### src/design/pcc_map.svh
`ifndef PCC_MAP_SVH
`define PCC_MAP_SVH

// ************************************************************
// Array size
// ************************************************************
`define PCC_NUM_MOD 5
`define PCC_WDT_MOD 4

// ************************************************************
// Register addresses
// ************************************************************
`define PCC_ADDR_CTRL_FLAGS 8'hC0
`define PCC_ADDR_CNT_MODE 8'hC1
`define PCC_ADDR_CNT_LO 8'hC2
`define PCC_ADDR_CNT_HI 8'hC3
`define PCC_ADDR_MODE_BASE 8'hC4
`define PCC_ADDR_CMP_LO_BASE 8'hEA
`define PCC_ADDR_CMP_HI_BASE 8'hFA

// ************************************************************
// Module mode fields
// ************************************************************
`define PCC_MODE_IRQ_EN 0
`define PCC_MODE_PWM 1
`define PCC_MODE_TOGGLE 2
`define PCC_MODE_MATCH 3
`define PCC_MODE_FALL 4
`define PCC_MODE_RISE 5
`define PCC_MODE_CMP 6
`define PCC_MODE_WR_MASK 8'h7F

// ************************************************************
// Counter control and counter mode fields
// ************************************************************
`define PCC_CTRL_OVF 7
`define PCC_CTRL_RUN 6
`define PCC_CMODE_WDT_EN 6
`define PCC_CMODE_OVF_IRQ 0
`define PCC_CMODE_WR_MASK 8'hC7

// ************************************************************
// Reset values
// ************************************************************
`define PCC_RST_BYTE 8'h00
`define PCC_RST_COUNT 16'h0000
`define PCC_COUNT_TOP 16'hFFFF

`endif

### src/design/pcc_pkg.sv
`default_nettype none
`include "pcc_map.svh"

package pcc_pkg;

  typedef logic [15:0] pcc_count_t;

  typedef enum {PCC_IDLE, PCC_CAPTURE, PCC_TIMER, PCC_HSO, PCC_PWM} pcc_func_t;

  function automatic pcc_func_t pcc_decode(input logic [7:0] m);
    pcc_func_t f;
    f = PCC_IDLE;
    if (m[`PCC_MODE_CMP] && m[`PCC_MODE_PWM])
      f = PCC_PWM;
    else if (m[`PCC_MODE_CMP] && m[`PCC_MODE_MATCH])
      f = m[`PCC_MODE_TOGGLE] ? PCC_HSO : PCC_TIMER;
    else if (!m[`PCC_MODE_CMP] && (m[`PCC_MODE_RISE] || m[`PCC_MODE_FALL]))
      f = PCC_CAPTURE;
    return f;
  endfunction

endpackage

`default_nettype wire

### src/design/pcc_compare_array.sv
`default_nettype none
`include "pcc_map.svh"

module pcc_compare_array import pcc_pkg::*; (
  input wire logic ref_clk, // System clock, 250 MHz
  input wire logic nrst, // Async reset, active low
  input wire logic ce, // Clock enable, freezes all state
  input wire logic countPulse, // Counter increment request
  input wire logic [7:0] sfrAddr, // Register address
  input wire logic sfrWr, // Register write strobe
  input wire logic [7:0] sfrWrData, // Register write data
  input wire logic sfrRd, // Register read strobe
  output logic [7:0] sfrRdData, // Register read data
  input wire logic [`PCC_NUM_MOD-1:0] eventPinIn, // Event pins in
  output logic [`PCC_NUM_MOD-1:0] eventPinOut, // Event pins out
  output logic [`PCC_NUM_MOD-1:0] eventPinOe, // Pin output enables
  output logic irqReq, // Interrupt request level
  output logic wdtReset // Watchdog reset pulse
);

  localparam int NM = `PCC_NUM_MOD;

  // ************************************************************
  // State
  // ************************************************************
  pcc_count_t counter;
  pcc_count_t next_counter;
  logic cntStep;
  logic next_cntStep;
  logic ovfFlag;
  logic next_ovfFlag;
  logic runBit;
  logic next_runBit;
  logic [7:0] cntMode;
  logic [7:0] next_cntMode;
  logic [NM-1:0] evtFlag;
  logic [NM-1:0] next_evtFlag;
  logic [NM-1:0] cmpHold;
  logic [NM-1:0] next_cmpHold;
  logic [7:0] modeReg [NM];
  logic [7:0] next_modeReg [NM];
  logic [7:0] capHi [NM];
  logic [7:0] next_capHi [NM];
  logic [7:0] capLo [NM];
  logic [7:0] next_capLo [NM];
  logic [NM-1:0] next_pinOut;
  logic [NM-1:0] next_pinOe;
  logic next_irqReq;
  logic next_wdtReset;
  logic [7:0] next_rdData;

  logic [NM-1:0] riseSeen;
  logic [NM-1:0] fallSeen;
  logic [NM-1:0] matchHit;
  logic [NM-1:0] capHit;
  logic [NM-1:0] togHit;
  logic [NM-1:0] pwmMode;
  logic [NM-1:0] pwmHigh;
  logic [NM-1:0] pinDrive;
  logic [NM-1:0] irqEnBits;
  logic countNow;
  logic lowWrap;

  pcc_pin_sync uSync (
    .ref_clk(ref_clk),
    .nrst(nrst),
    .ce(ce),
    .pinIn(eventPinIn),
    .riseSeen(riseSeen),
    .fallSeen(fallSeen)
  );

  for (genvar g = 0; g < NM; g++)
  begin : gUnit
    pcc_cmp_unit uUnit (
      .mode(modeReg[g]),
      .count(counter),
      .cmpWord({capHi[g], capLo[g]}),
      .hold(cmpHold[g]),
      .countStep(cntStep),
      .riseSeen(riseSeen[g]),
      .fallSeen(fallSeen[g]),
      .matchHit(matchHit[g]),
      .captureHit(capHit[g]),
      .toggleHit(togHit[g]),
      .pwmMode(pwmMode[g]),
      .pwmHigh(pwmHigh[g]),
      .pinDrive(pinDrive[g])
    );
    assign irqEnBits[g] = modeReg[g][`PCC_MODE_IRQ_EN];
  end

  assign countNow = runBit && countPulse;
  assign lowWrap = cntStep && (counter[7:0] == `PCC_RST_BYTE);

  // ************************************************************
  // Next-state logic
  // ************************************************************
  always_comb
  begin
    next_counter = countNow ? 16'(counter + 16'h0001) : counter;
    next_cntStep = countNow;
    next_ovfFlag = ovfFlag || (countNow && counter == `PCC_COUNT_TOP);
    next_runBit = runBit;
    next_cntMode = cntMode;
    next_evtFlag = evtFlag | matchHit | capHit;
    next_cmpHold = cmpHold;
    next_pinOut = eventPinOut;
    next_rdData = sfrRdData;
    for (int i = 0; i < NM; i++)
    begin
      next_modeReg[i] = modeReg[i];
      next_capHi[i] = capHi[i];
      next_capLo[i] = capLo[i];
    end

    // Software writes; hardware sets below still win
    if (sfrWr)
    begin
      if (sfrAddr == `PCC_ADDR_CTRL_FLAGS)
      begin
        next_ovfFlag = sfrWrData[`PCC_CTRL_OVF] ||
          (countNow && counter == `PCC_COUNT_TOP);
        next_runBit = sfrWrData[`PCC_CTRL_RUN];
        next_evtFlag = sfrWrData[NM-1:0] | matchHit | capHit;
      end
      if (sfrAddr == `PCC_ADDR_CNT_MODE)
        next_cntMode = sfrWrData & `PCC_CMODE_WR_MASK;
      if (sfrAddr == `PCC_ADDR_CNT_LO)
        next_counter = {counter[15:8], sfrWrData};
      if (sfrAddr == `PCC_ADDR_CNT_HI)
        next_counter = {sfrWrData, counter[7:0]};
      for (int i = 0; i < NM; i++)
      begin
        if (sfrAddr == 8'(`PCC_ADDR_MODE_BASE + 8'(i)))
          next_modeReg[i] = sfrWrData & `PCC_MODE_WR_MASK;
        if (sfrAddr == 8'(`PCC_ADDR_CMP_LO_BASE + 8'(i)))
        begin
          next_capLo[i] = sfrWrData;
          next_cmpHold[i] = 1'b1;
        end
        if (sfrAddr == 8'(`PCC_ADDR_CMP_HI_BASE + 8'(i)))
        begin
          next_capHi[i] = sfrWrData;
          next_cmpHold[i] = 1'b0;
        end
      end
    end

    // Hardware updates of pairs and pins
    for (int i = 0; i < NM; i++)
    begin
      if (capHit[i])
      begin
        next_capHi[i] = counter[15:8];
        next_capLo[i] = counter[7:0];
      end
      if (pwmMode[i] && lowWrap)
        next_capLo[i] = capHi[i];
      if (pwmMode[i])
        next_pinOut[i] = pwmHigh[i];
      else if (togHit[i])
        next_pinOut[i] = !eventPinOut[i];
    end
    next_pinOe = pinDrive;

    next_irqReq = |(evtFlag & irqEnBits) ||
      (ovfFlag && cntMode[`PCC_CMODE_OVF_IRQ]);
    next_wdtReset = matchHit[`PCC_WDT_MOD] &&
      cntMode[`PCC_CMODE_WDT_EN];

    // Read port, unmapped addresses return zero
    if (sfrRd)
    begin
      next_rdData = `PCC_RST_BYTE;
      if (sfrAddr == `PCC_ADDR_CTRL_FLAGS)
      begin
        next_rdData[`PCC_CTRL_OVF] = ovfFlag;
        next_rdData[`PCC_CTRL_RUN] = runBit;
        next_rdData[NM-1:0] = evtFlag;
      end
      if (sfrAddr == `PCC_ADDR_CNT_MODE)
        next_rdData = cntMode;
      if (sfrAddr == `PCC_ADDR_CNT_LO)
        next_rdData = counter[7:0];
      if (sfrAddr == `PCC_ADDR_CNT_HI)
        next_rdData = counter[15:8];
      for (int i = 0; i < NM; i++)
      begin
        if (sfrAddr == 8'(`PCC_ADDR_MODE_BASE + 8'(i)))
          next_rdData = modeReg[i];
        if (sfrAddr == 8'(`PCC_ADDR_CMP_LO_BASE + 8'(i)))
          next_rdData = capLo[i];
        if (sfrAddr == 8'(`PCC_ADDR_CMP_HI_BASE + 8'(i)))
          next_rdData = capHi[i];
      end
    end
  end

  // ************************************************************
  // Registers
  // ************************************************************
  always_ff @(posedge ref_clk or negedge nrst)
  begin
    if (!nrst)
    begin
      counter <= `PCC_RST_COUNT;
      cntStep <= 1'b0;
      ovfFlag <= 1'b0;
      runBit <= 1'b0;
      cntMode <= `PCC_RST_BYTE;
      evtFlag <= '0;
      cmpHold <= '0;
      for (int i = 0; i < NM; i++)
      begin
        modeReg[i] <= `PCC_RST_BYTE;
        capHi[i] <= `PCC_RST_BYTE;
        capLo[i] <= `PCC_RST_BYTE;
      end
      eventPinOut <= '0;
      eventPinOe <= '0;
      irqReq <= 1'b0;
      wdtReset <= 1'b0;
      sfrRdData <= `PCC_RST_BYTE;
    end
    else if (ce)
    begin
      counter <= next_counter;
      cntStep <= next_cntStep;
      ovfFlag <= next_ovfFlag;
      runBit <= next_runBit;
      cntMode <= next_cntMode;
      evtFlag <= next_evtFlag;
      cmpHold <= next_cmpHold;
      for (int i = 0; i < NM; i++)
      begin
        modeReg[i] <= next_modeReg[i];
        capHi[i] <= next_capHi[i];
        capLo[i] <= next_capLo[i];
      end
      eventPinOut <= next_pinOut;
      eventPinOe <= next_pinOe;
      irqReq <= next_irqReq;
      wdtReset <= next_wdtReset;
      sfrRdData <= next_rdData;
    end
  end
endmodule

`default_nettype wire

### src/design/pcc_pin_sync.sv
`default_nettype none

`include "pcc_map.svh"

module pcc_pin_sync import pcc_pkg::*; (
  input wire logic ref_clk, // System clock
  input wire logic nrst, // Async reset, active low
  input wire logic ce, // Clock enable
  input wire logic [`PCC_NUM_MOD-1:0] pinIn, // Raw event pins
  output logic [`PCC_NUM_MOD-1:0] riseSeen, // Rising edge, one cycle
  output logic [`PCC_NUM_MOD-1:0] fallSeen // Falling edge, one cycle
);

  logic [`PCC_NUM_MOD-1:0] meta;
  logic [`PCC_NUM_MOD-1:0] sync;
  logic [`PCC_NUM_MOD-1:0] last;
  logic [`PCC_NUM_MOD-1:0] next_meta;
  logic [`PCC_NUM_MOD-1:0] next_sync;
  logic [`PCC_NUM_MOD-1:0] next_last;
  logic [2:0] fill;
  logic [2:0] next_fill;

  always_comb
  begin
    next_meta = pinIn;
    next_sync = meta;
    next_last = sync;
    next_fill = {fill[1:0], 1'h1};
  end

  always_ff @(posedge ref_clk or negedge nrst)
  begin
    if (!nrst)
    begin
      meta <= '0;
      sync <= '0;
      last <= '0;
      fill <= 3'h0;
    end
    else if (ce)
    begin
      meta <= next_meta;
      sync <= next_sync;
      last <= next_last;
      fill <= next_fill;
    end
  end

  // ************************************************************
  // Edge detect on settled samples only
  // ************************************************************
  for (genvar g = 0; g < `PCC_NUM_MOD; g++)
  begin : gEdge
    // Held off until last holds a real sample: a pin idling high is no edge
    assign riseSeen[g] = ce && fill[2] && sync[g] && !last[g];
    assign fallSeen[g] = ce && fill[2] && !sync[g] && last[g];
  end

endmodule

`default_nettype wire

### src/design/pcc_cmp_unit.sv
`default_nettype none

`include "pcc_map.svh"

module pcc_cmp_unit import pcc_pkg::*; (
  input wire logic [7:0] mode, // Module mode register
  input wire pcc_count_t count, // Shared counter
  input wire pcc_count_t cmpWord, // Compare/capture pair
  input wire logic hold, // Comparator suspended
  input wire logic countStep, // Counter advanced last cycle
  input wire logic riseSeen, // Pin rising edge
  input wire logic fallSeen, // Pin falling edge
  output logic matchHit, // Compare match this cycle
  output logic captureHit, // Capture event this cycle
  output logic toggleHit, // Output toggle this cycle
  output logic pwmMode, // Module in pulse-width mode
  output logic pwmHigh, // Pulse-width output level
  output logic pinDrive // Module drives its pin
);

  pcc_func_t func;

  always_comb
  begin
    func = pcc_decode(mode);
    captureHit = (func == PCC_CAPTURE) &&
      ((riseSeen && mode[`PCC_MODE_RISE]) ||
       (fallSeen && mode[`PCC_MODE_FALL]));
    // Only a fresh count may match, so a stopped counter cannot refire
    matchHit = (func == PCC_TIMER || func == PCC_HSO) && countStep &&
      !hold && (count == cmpWord);
    toggleHit = matchHit && mode[`PCC_MODE_TOGGLE];
    pwmMode = (func == PCC_PWM);
    pwmHigh = (count[7:0] >= cmpWord[7:0]);
    pinDrive = (func == PCC_HSO) || (func == PCC_PWM);
  end

endmodule

`default_nettype wire

### config.mk
export PLATFORM = sky130hd
export DESIGN_NAME = pcc_compare_array
export DESIGN_NICKNAME = d
export VERILOG_FILES = /design/src/design/pcc_pkg.sv /design/src/design/pcc_compare_array.sv /design/src/design/pcc_pin_sync.sv /design/src/design/pcc_cmp_unit.sv
export VERILOG_INCLUDE_DIRS = /design/src /design/src/design
export SDC_FILE = /design/constraint.sdc
export NUM_CORES = 1
export LEC_CHECK = 0
export BUFFER_PORTS_ARGS = -buffer_cell sky130_fd_sc_hd__buf_4
export CAP_MARGIN = 20
export CORE_ASPECT_RATIO = 1.25
export CORE_MARGIN = 3
export CORE_UTILIZATION = 40
export CTS_BUF_LIST = sky130_fd_sc_hd__clkbuf_16
export CTS_CLUSTER_DIAMETER = 120
export DETAILED_ROUTE_END_ITERATION = 10
export PLACE_DENSITY_LB_ADDON = 0.3
export SLEW_MARGIN = 20
export SYNTH_ARGS = -nofsm -noshare
export SYNTH_HDL_FRONTEND = slang
export SYNTH_HIERARCHICAL = 1
export SYNTH_SLANG_ARGS = --single-unit
### constraint.sdc
create_clock -name ref_clk -period 3.3 [get_ports ref_clk]
set_input_delay 0.33 -clock ref_clk [delete_from_list [all_inputs] [get_ports ref_clk]]
set_output_delay 0.33 -clock ref_clk [all_outputs]
set_load 0.005 [all_outputs]
======== Word-level counts from Yosys, hierarchy flattened ========
Cells that the tools add are included.
storage, ports and cells
  word-level logic and storage cells ...... 384
  output and inout port bits .............. 20
  register bits ........................... 187
  bits of input ports ..................... 27
operators by class
  eq/ne operators ......................... 47
  multiplexer cells ....................... 95
  bitwise gates (word level) .............. 5
  reduce and logical (&&, ||, !) cells .... 191
  $add $sub $neg .......................... 1
  order comparisons ....................... 5
operators with widths
  cell                     count
  $mux W8                  43
  $eq A32 B3 Y1 const B    10
  $mux W32                 10
  $eq A32 B2 Y1 const B    5
  $eq A32 B4 Y1 const B    5
  $eq A8 B8 Y1 const B     19
  $logic_and A1 B1 Y1      81
  $eq A16 B16 Y1           5
  $mux W40                 2
  $reduce_and A3 Y1        22
  $mux W16                 4
  $ge A8 B8 Y1             5
  $reduce_bool A2 Y1       20
  $mux W1                  32
  $reduce_bool A3 Y1       10
  $logic_not A1 Y1         25
  $logic_or A1 B1 Y1       23
  $or A5 B5 Y5             4
  $add A16 B1 Y16 const B  1
  $eq A16 B16 Y1 const B   1
  $reduce_and A2 Y1        8
  $mux W5                  3
  $logic_not A8 Y1         1
  $and A5 B5 Y5            1
  4 further kinds          4

======== Depth between registers and ports, before layout ========
  depth in word-level cells ............... 20
  depth in mapped cells ................... 11
  mapped depth without buffers ............ 9

======== By module ========
Netlist, hierarchy kept.
modules (own cells, without submodules)
  module             sequential area each (um^2)  cells an instance  instances  area each (um^2)
  pcc_compare_array  4229.1                       1118               1          10004.6
  pcc_cmp_unit       0.0                          47                 5          361.6
  pcc_pin_sync       450.4                        50                 1          828.3

======== Worst setup path before layout ========
OpenSTA, ideal clock, no wires.
  kind .................................... input -> register
  from .................................... in ce
  to ...................................... reg capHi[31] (netlist name)
  stages .................................. 11
  required time ........................... 3.223 ns
  buffers on the path ..................... 4
  arrival time ............................ 2.206 ns
  slack ................................... 1.016 ns
  library setup time ...................... 0.077 ns
  cell sequence ........................... buf_6 > buf_6 > and4b_1 > a22oi_1 > nor2_1 > clkbuf_1 > nand2_1 > o21ai_1 > clkbuf_1 > nor2_1 > a21oi_1
on the way
  cells in the longest elaborated chain, start to end .. 8
  elaborated cells on any way between the ends .. 13
  classes of those cells .................. 1 x mux; 12 x reduce/logical
RTL lines
  item                                 RTL line                  RTL
  start: declaration                   pcc_compare_array.sv:7    input wire logic ce,
  $logic_and A1 B1 Y1 * (3 in series)  pcc_pin_sync.sv:55        assign riseSeen[g] = ce && fill[2] && sync[g] && !last[g];
  named net riseSeen[1]                pcc_compare_array.sv:52   logic [NM-1:0] riseSeen;
  $logic_and A1 B1 Y1 *                pcc_cmp_unit.sv:27        ((riseSeen && mode[`PCC_MODE_RISE]) ||
  $logic_or A1 B1 Y1 *                 pcc_cmp_unit.sv:27
  $logic_and A1 B1 Y1 *                pcc_cmp_unit.sv:26        captureHit = (func == PCC_CAPTURE) &&
  named net capHit[1]                  pcc_compare_array.sv:55   logic [NM-1:0] capHit;
  $reduce_bool A2 Y1 (no line)         --
  $reduce_and A3 Y1 (no line)          --
  end signal: indexed assignment       pcc_compare_array.sv:217  capHi[i] <= `PCC_RST_BYTE;
  end signal: indexed assignment       pcc_compare_array.sv:238  capHi[i] <= next_capHi[i];
  end: declaration                     pcc_compare_array.sv:42   logic [7:0] capHi [NM];
The timed path passes the listed nets; every way through them passes the cells marked *.
A chain may end at the register's enable or synchronous reset.

======== Worst setup path in the final report ========
  from .................................... reg counter[6]
  to ...................................... reg capLo[12] (netlist name)
on the way
  cells in the longest elaborated chain, start to end .. 5
  elaborated cells on any way between the ends .. 7
  classes of those cells .................. 1 x mux; 6 x reduce/logical
RTL lines
  item                            RTL line                  RTL
  start: declaration              pcc_compare_array.sv:26   pcc_count_t counter;
  start signal: assignment        pcc_compare_array.sv:207  counter <= `PCC_RST_COUNT;
  start signal: assignment        pcc_compare_array.sv:228  counter <= next_counter;
  $logic_not A8 Y1 (no line) *    --
  $logic_and A1 B1 Y1 *           pcc_compare_array.sv:94   assign lowWrap = cntStep && (counter[7:0] == `PCC_RST_BYTE);
  $logic_and A1 B1 Y1 *           pcc_compare_array.sv:158  if (pwmMode[i] && lowWrap)
  $reduce_bool A3 Y1 (no line)    --
  $reduce_and A3 Y1 (no line)     --
  end signal: indexed assignment  pcc_compare_array.sv:218  capLo[i] <= `PCC_RST_BYTE;
  end signal: indexed assignment  pcc_compare_array.sv:239  capLo[i] <= next_capLo[i];
  end: declaration                pcc_compare_array.sv:44   logic [7:0] capLo [NM];
Every way passes the cells marked *; elsewhere a longest branch is shown, timed or not.

==> metrics <==
# setup viols final 0; Die Height 205 um; Worst Path Arrival about 3.0 ns; GRT Total Usage 0.287; # diodes 0; Final GP Congestion between 1 and 1.5; post-synthesis net count ~1.5k; Cell Pwr Density 421 nW/um^2; Sw Share 0.333; GRT Residual Overflow 0; Core Util, Final 0.453; first-pass GRT wire length just over 70 mm; startpoint types flip-flop; # DRC 0; Flop pwr share 0.460; CTS Buffer Depth 2; Internal Power 3960 uW; maximum achievable frequency about 380 MHz; min setup slack post-route between 0.6 and 0.7 ns; number of buffers added on ports 46; largest net degree at the start of global routing between 60 and 70; VDD IR max 0.265 mV; Area Growth Syn to Fin 11.5%; fin. max-slew vios 0; # fillers between 3k and 4k; combinational share of power 0.195; Root Driver clkbuf_16; status finished clean; Initial Util 0.407; Worst Clk Skew about 0.015 ns; placed instance count ~1.8k; hold slack 0.0949 ns; maxcap violations 0; Avg Inst Size Synth roughly 9.0 sq um; die area about 34000 sq um; worst slack, placed 0.662 ns; Worst setup EP type flip-flop; Mapped Area approximately 13000 sq um; hpwl dp approximately 35 mm; Hold Path Class primary input to flip-flop; number of global-route vias before repair approximately 11k; critical-path maximum fanout 8; DR vias around 11k; CTS clk-pin slew, worst paths ~0.080 ns; Final Cycle Share 0.792; CP Class flip-flop to flip-flop; post-route ant nets 0; synthesized netlist cell count roughly 1.4k; Worst Path Required about 3.6 ns; H-tree lvl count 4; 1st-pass router iterations 8; initial DRC count about 1.2k; clk_lat worst skew between 0.4 and 0.5 ns; synth warn 6; layout cells sized above 1 0.188; clock share of power 0.344; initial antenna violation count 0; wire length per cell 25.9 um; RSZ-0062 raised after global routing false; normalized max-slew margin 0.285; chip width 165 um; IO Count 47; Psw roughly 2000 uW; Worst Tran Pin Value around 1.1 ns; vias per cell around 6.2; Final Hold Vio Count 0; TritonCTS clock tree built; final WL 48.1 mm; final std cells w/o fill 1858; CTS sink cnt between 150 and 200; setup total negative slack 0 ns; row cnt 72; Nets 1507; Core Box Area between 30000 and 40000 sq um; TritonCTS buffer count 17; Final min period between 2 and 3 ns; cell leakage power slightly above 0.006 uW
-- cell usage in the layout, fill, tap and decap left out, types with 7 or more instances in the layout --
cell type    n
and3_1      17
nand3_1     27
and2_1      13
mux2_4       9
a211oi_1     7
clkbuf_16   17
and4_1       9
nand2_1    124
ha_1        42
o22ai_1     14
mux2_2      87
nand4_1     20
nor2_1      85
and4b_1     14
mux2i_1     13
xnor2_1     40
buf_4      104
nor2b_1     58
o21ai_0    115
inv_1       55
nor4_4       7
a22oi_1     19
nor3_1      25
or3_1        7
a221oi_1    10
dfrtp_1    187
a21oi_1    179
-- flip-flops by register name, summed over array words and instances, names as in the netlist, 8 cells and up --
name,flops
capHi,40
counter,16
sfrRdData,8
capLo,40
modeReg,30
-- per-layer routing --
metal | vias to the layer above | global-route usage | wire length (um) | part of all wire
li1 | 5166 | - | - | -
met4 | 0 | 0.168 | 3180 | 0.066
met1 | 5634 | 0.370 | 19200 | 0.40
met2 | 536 | 0.447 | 22200 | 0.46
met3 | 151 | 0.0540 | 3530 | 0.073
met5 | - | 0 | 0 | 0
-- power groups by stage --
| stage | clock, uW | combinational [uW] | sequential [uW] |
|---|---|---|---|
| 2_1_floorplan | 0 | 756 | 2660 |
| 3_3_place_gp | 0 | 1120 | 2760 |
| 3_5_place_dp | 0 | 1140 | 2770 |
| 4_1_cts | 2070 | 1150 | 2720 |
| 5_1_grt | 2160 | 1270 | 2750 |
| 6_report | 2040 | 1160 | 2730 |
-- layout make-up --
| type | instances | area (sq um) | share of cell area |
|---|---|---|---|
| Inverter | 55 | 206 | 0.0146 |
| Timing Repair Buffer | 107 | 825 | 0.0585 |
| Clock buffer | 17 | 425 | 0.0302 |
| Tap cell | 407 | 509 | 0.0361 |
| Sequential cell | 187 | 4680 | 0.332 |
| Multi-Input combinational cell | 1070 | 7320 | 0.519 |
| Clock inverter | 15 | 130 | 0.00923 |
-- worst max-delay path, cell delays in order (launching register included) --
cell and delay [ns]:
dfrtp_1 0.38, or4_4 0.56, nor4_4 0.39, buf_4 0.26, a221oi_1 0.10, nor2_2 0.41
mux2_2 0.39
-- path summary, 6_finish.rpt --
path	startpoint	endpoint	slack, ns	depth (start not counted)
max	counter[6]	capLo[12]	0.69	6
min	eventPinIn[2]	uSync/meta[2]	0.09	2
max reg2reg	counter[6]	capLo[12]	0.69	6
min reg2reg	uSync/fill[0]	uSync/fill[0]	0.47	1
max in group asynchronous	nrst	uSync/fill[1]	1.90	3
min in group asynchronous	nrst	capLo[6]	0.42	2
-- stage by stage --
step                      cell area (sq um)  power, uW
after floorplan                       12600       3410
after global placement                13500       3880
after detailed placement              13500       3910
after CTS                             14100       5940
after global routing                  14100       6180
final                                 14100       5930
-- what timing repair did --
item | 4_1_cts | 5_1_grt
endpoints found under the hold margin | 54 | 0
hold buffers | 1 | 0
setup buffers | 0 | 0
resized for setup | 0 | 0
endpoints found under the setup margin | 0 | 0
No activity file was read; power rests on OpenSTA's default activity.
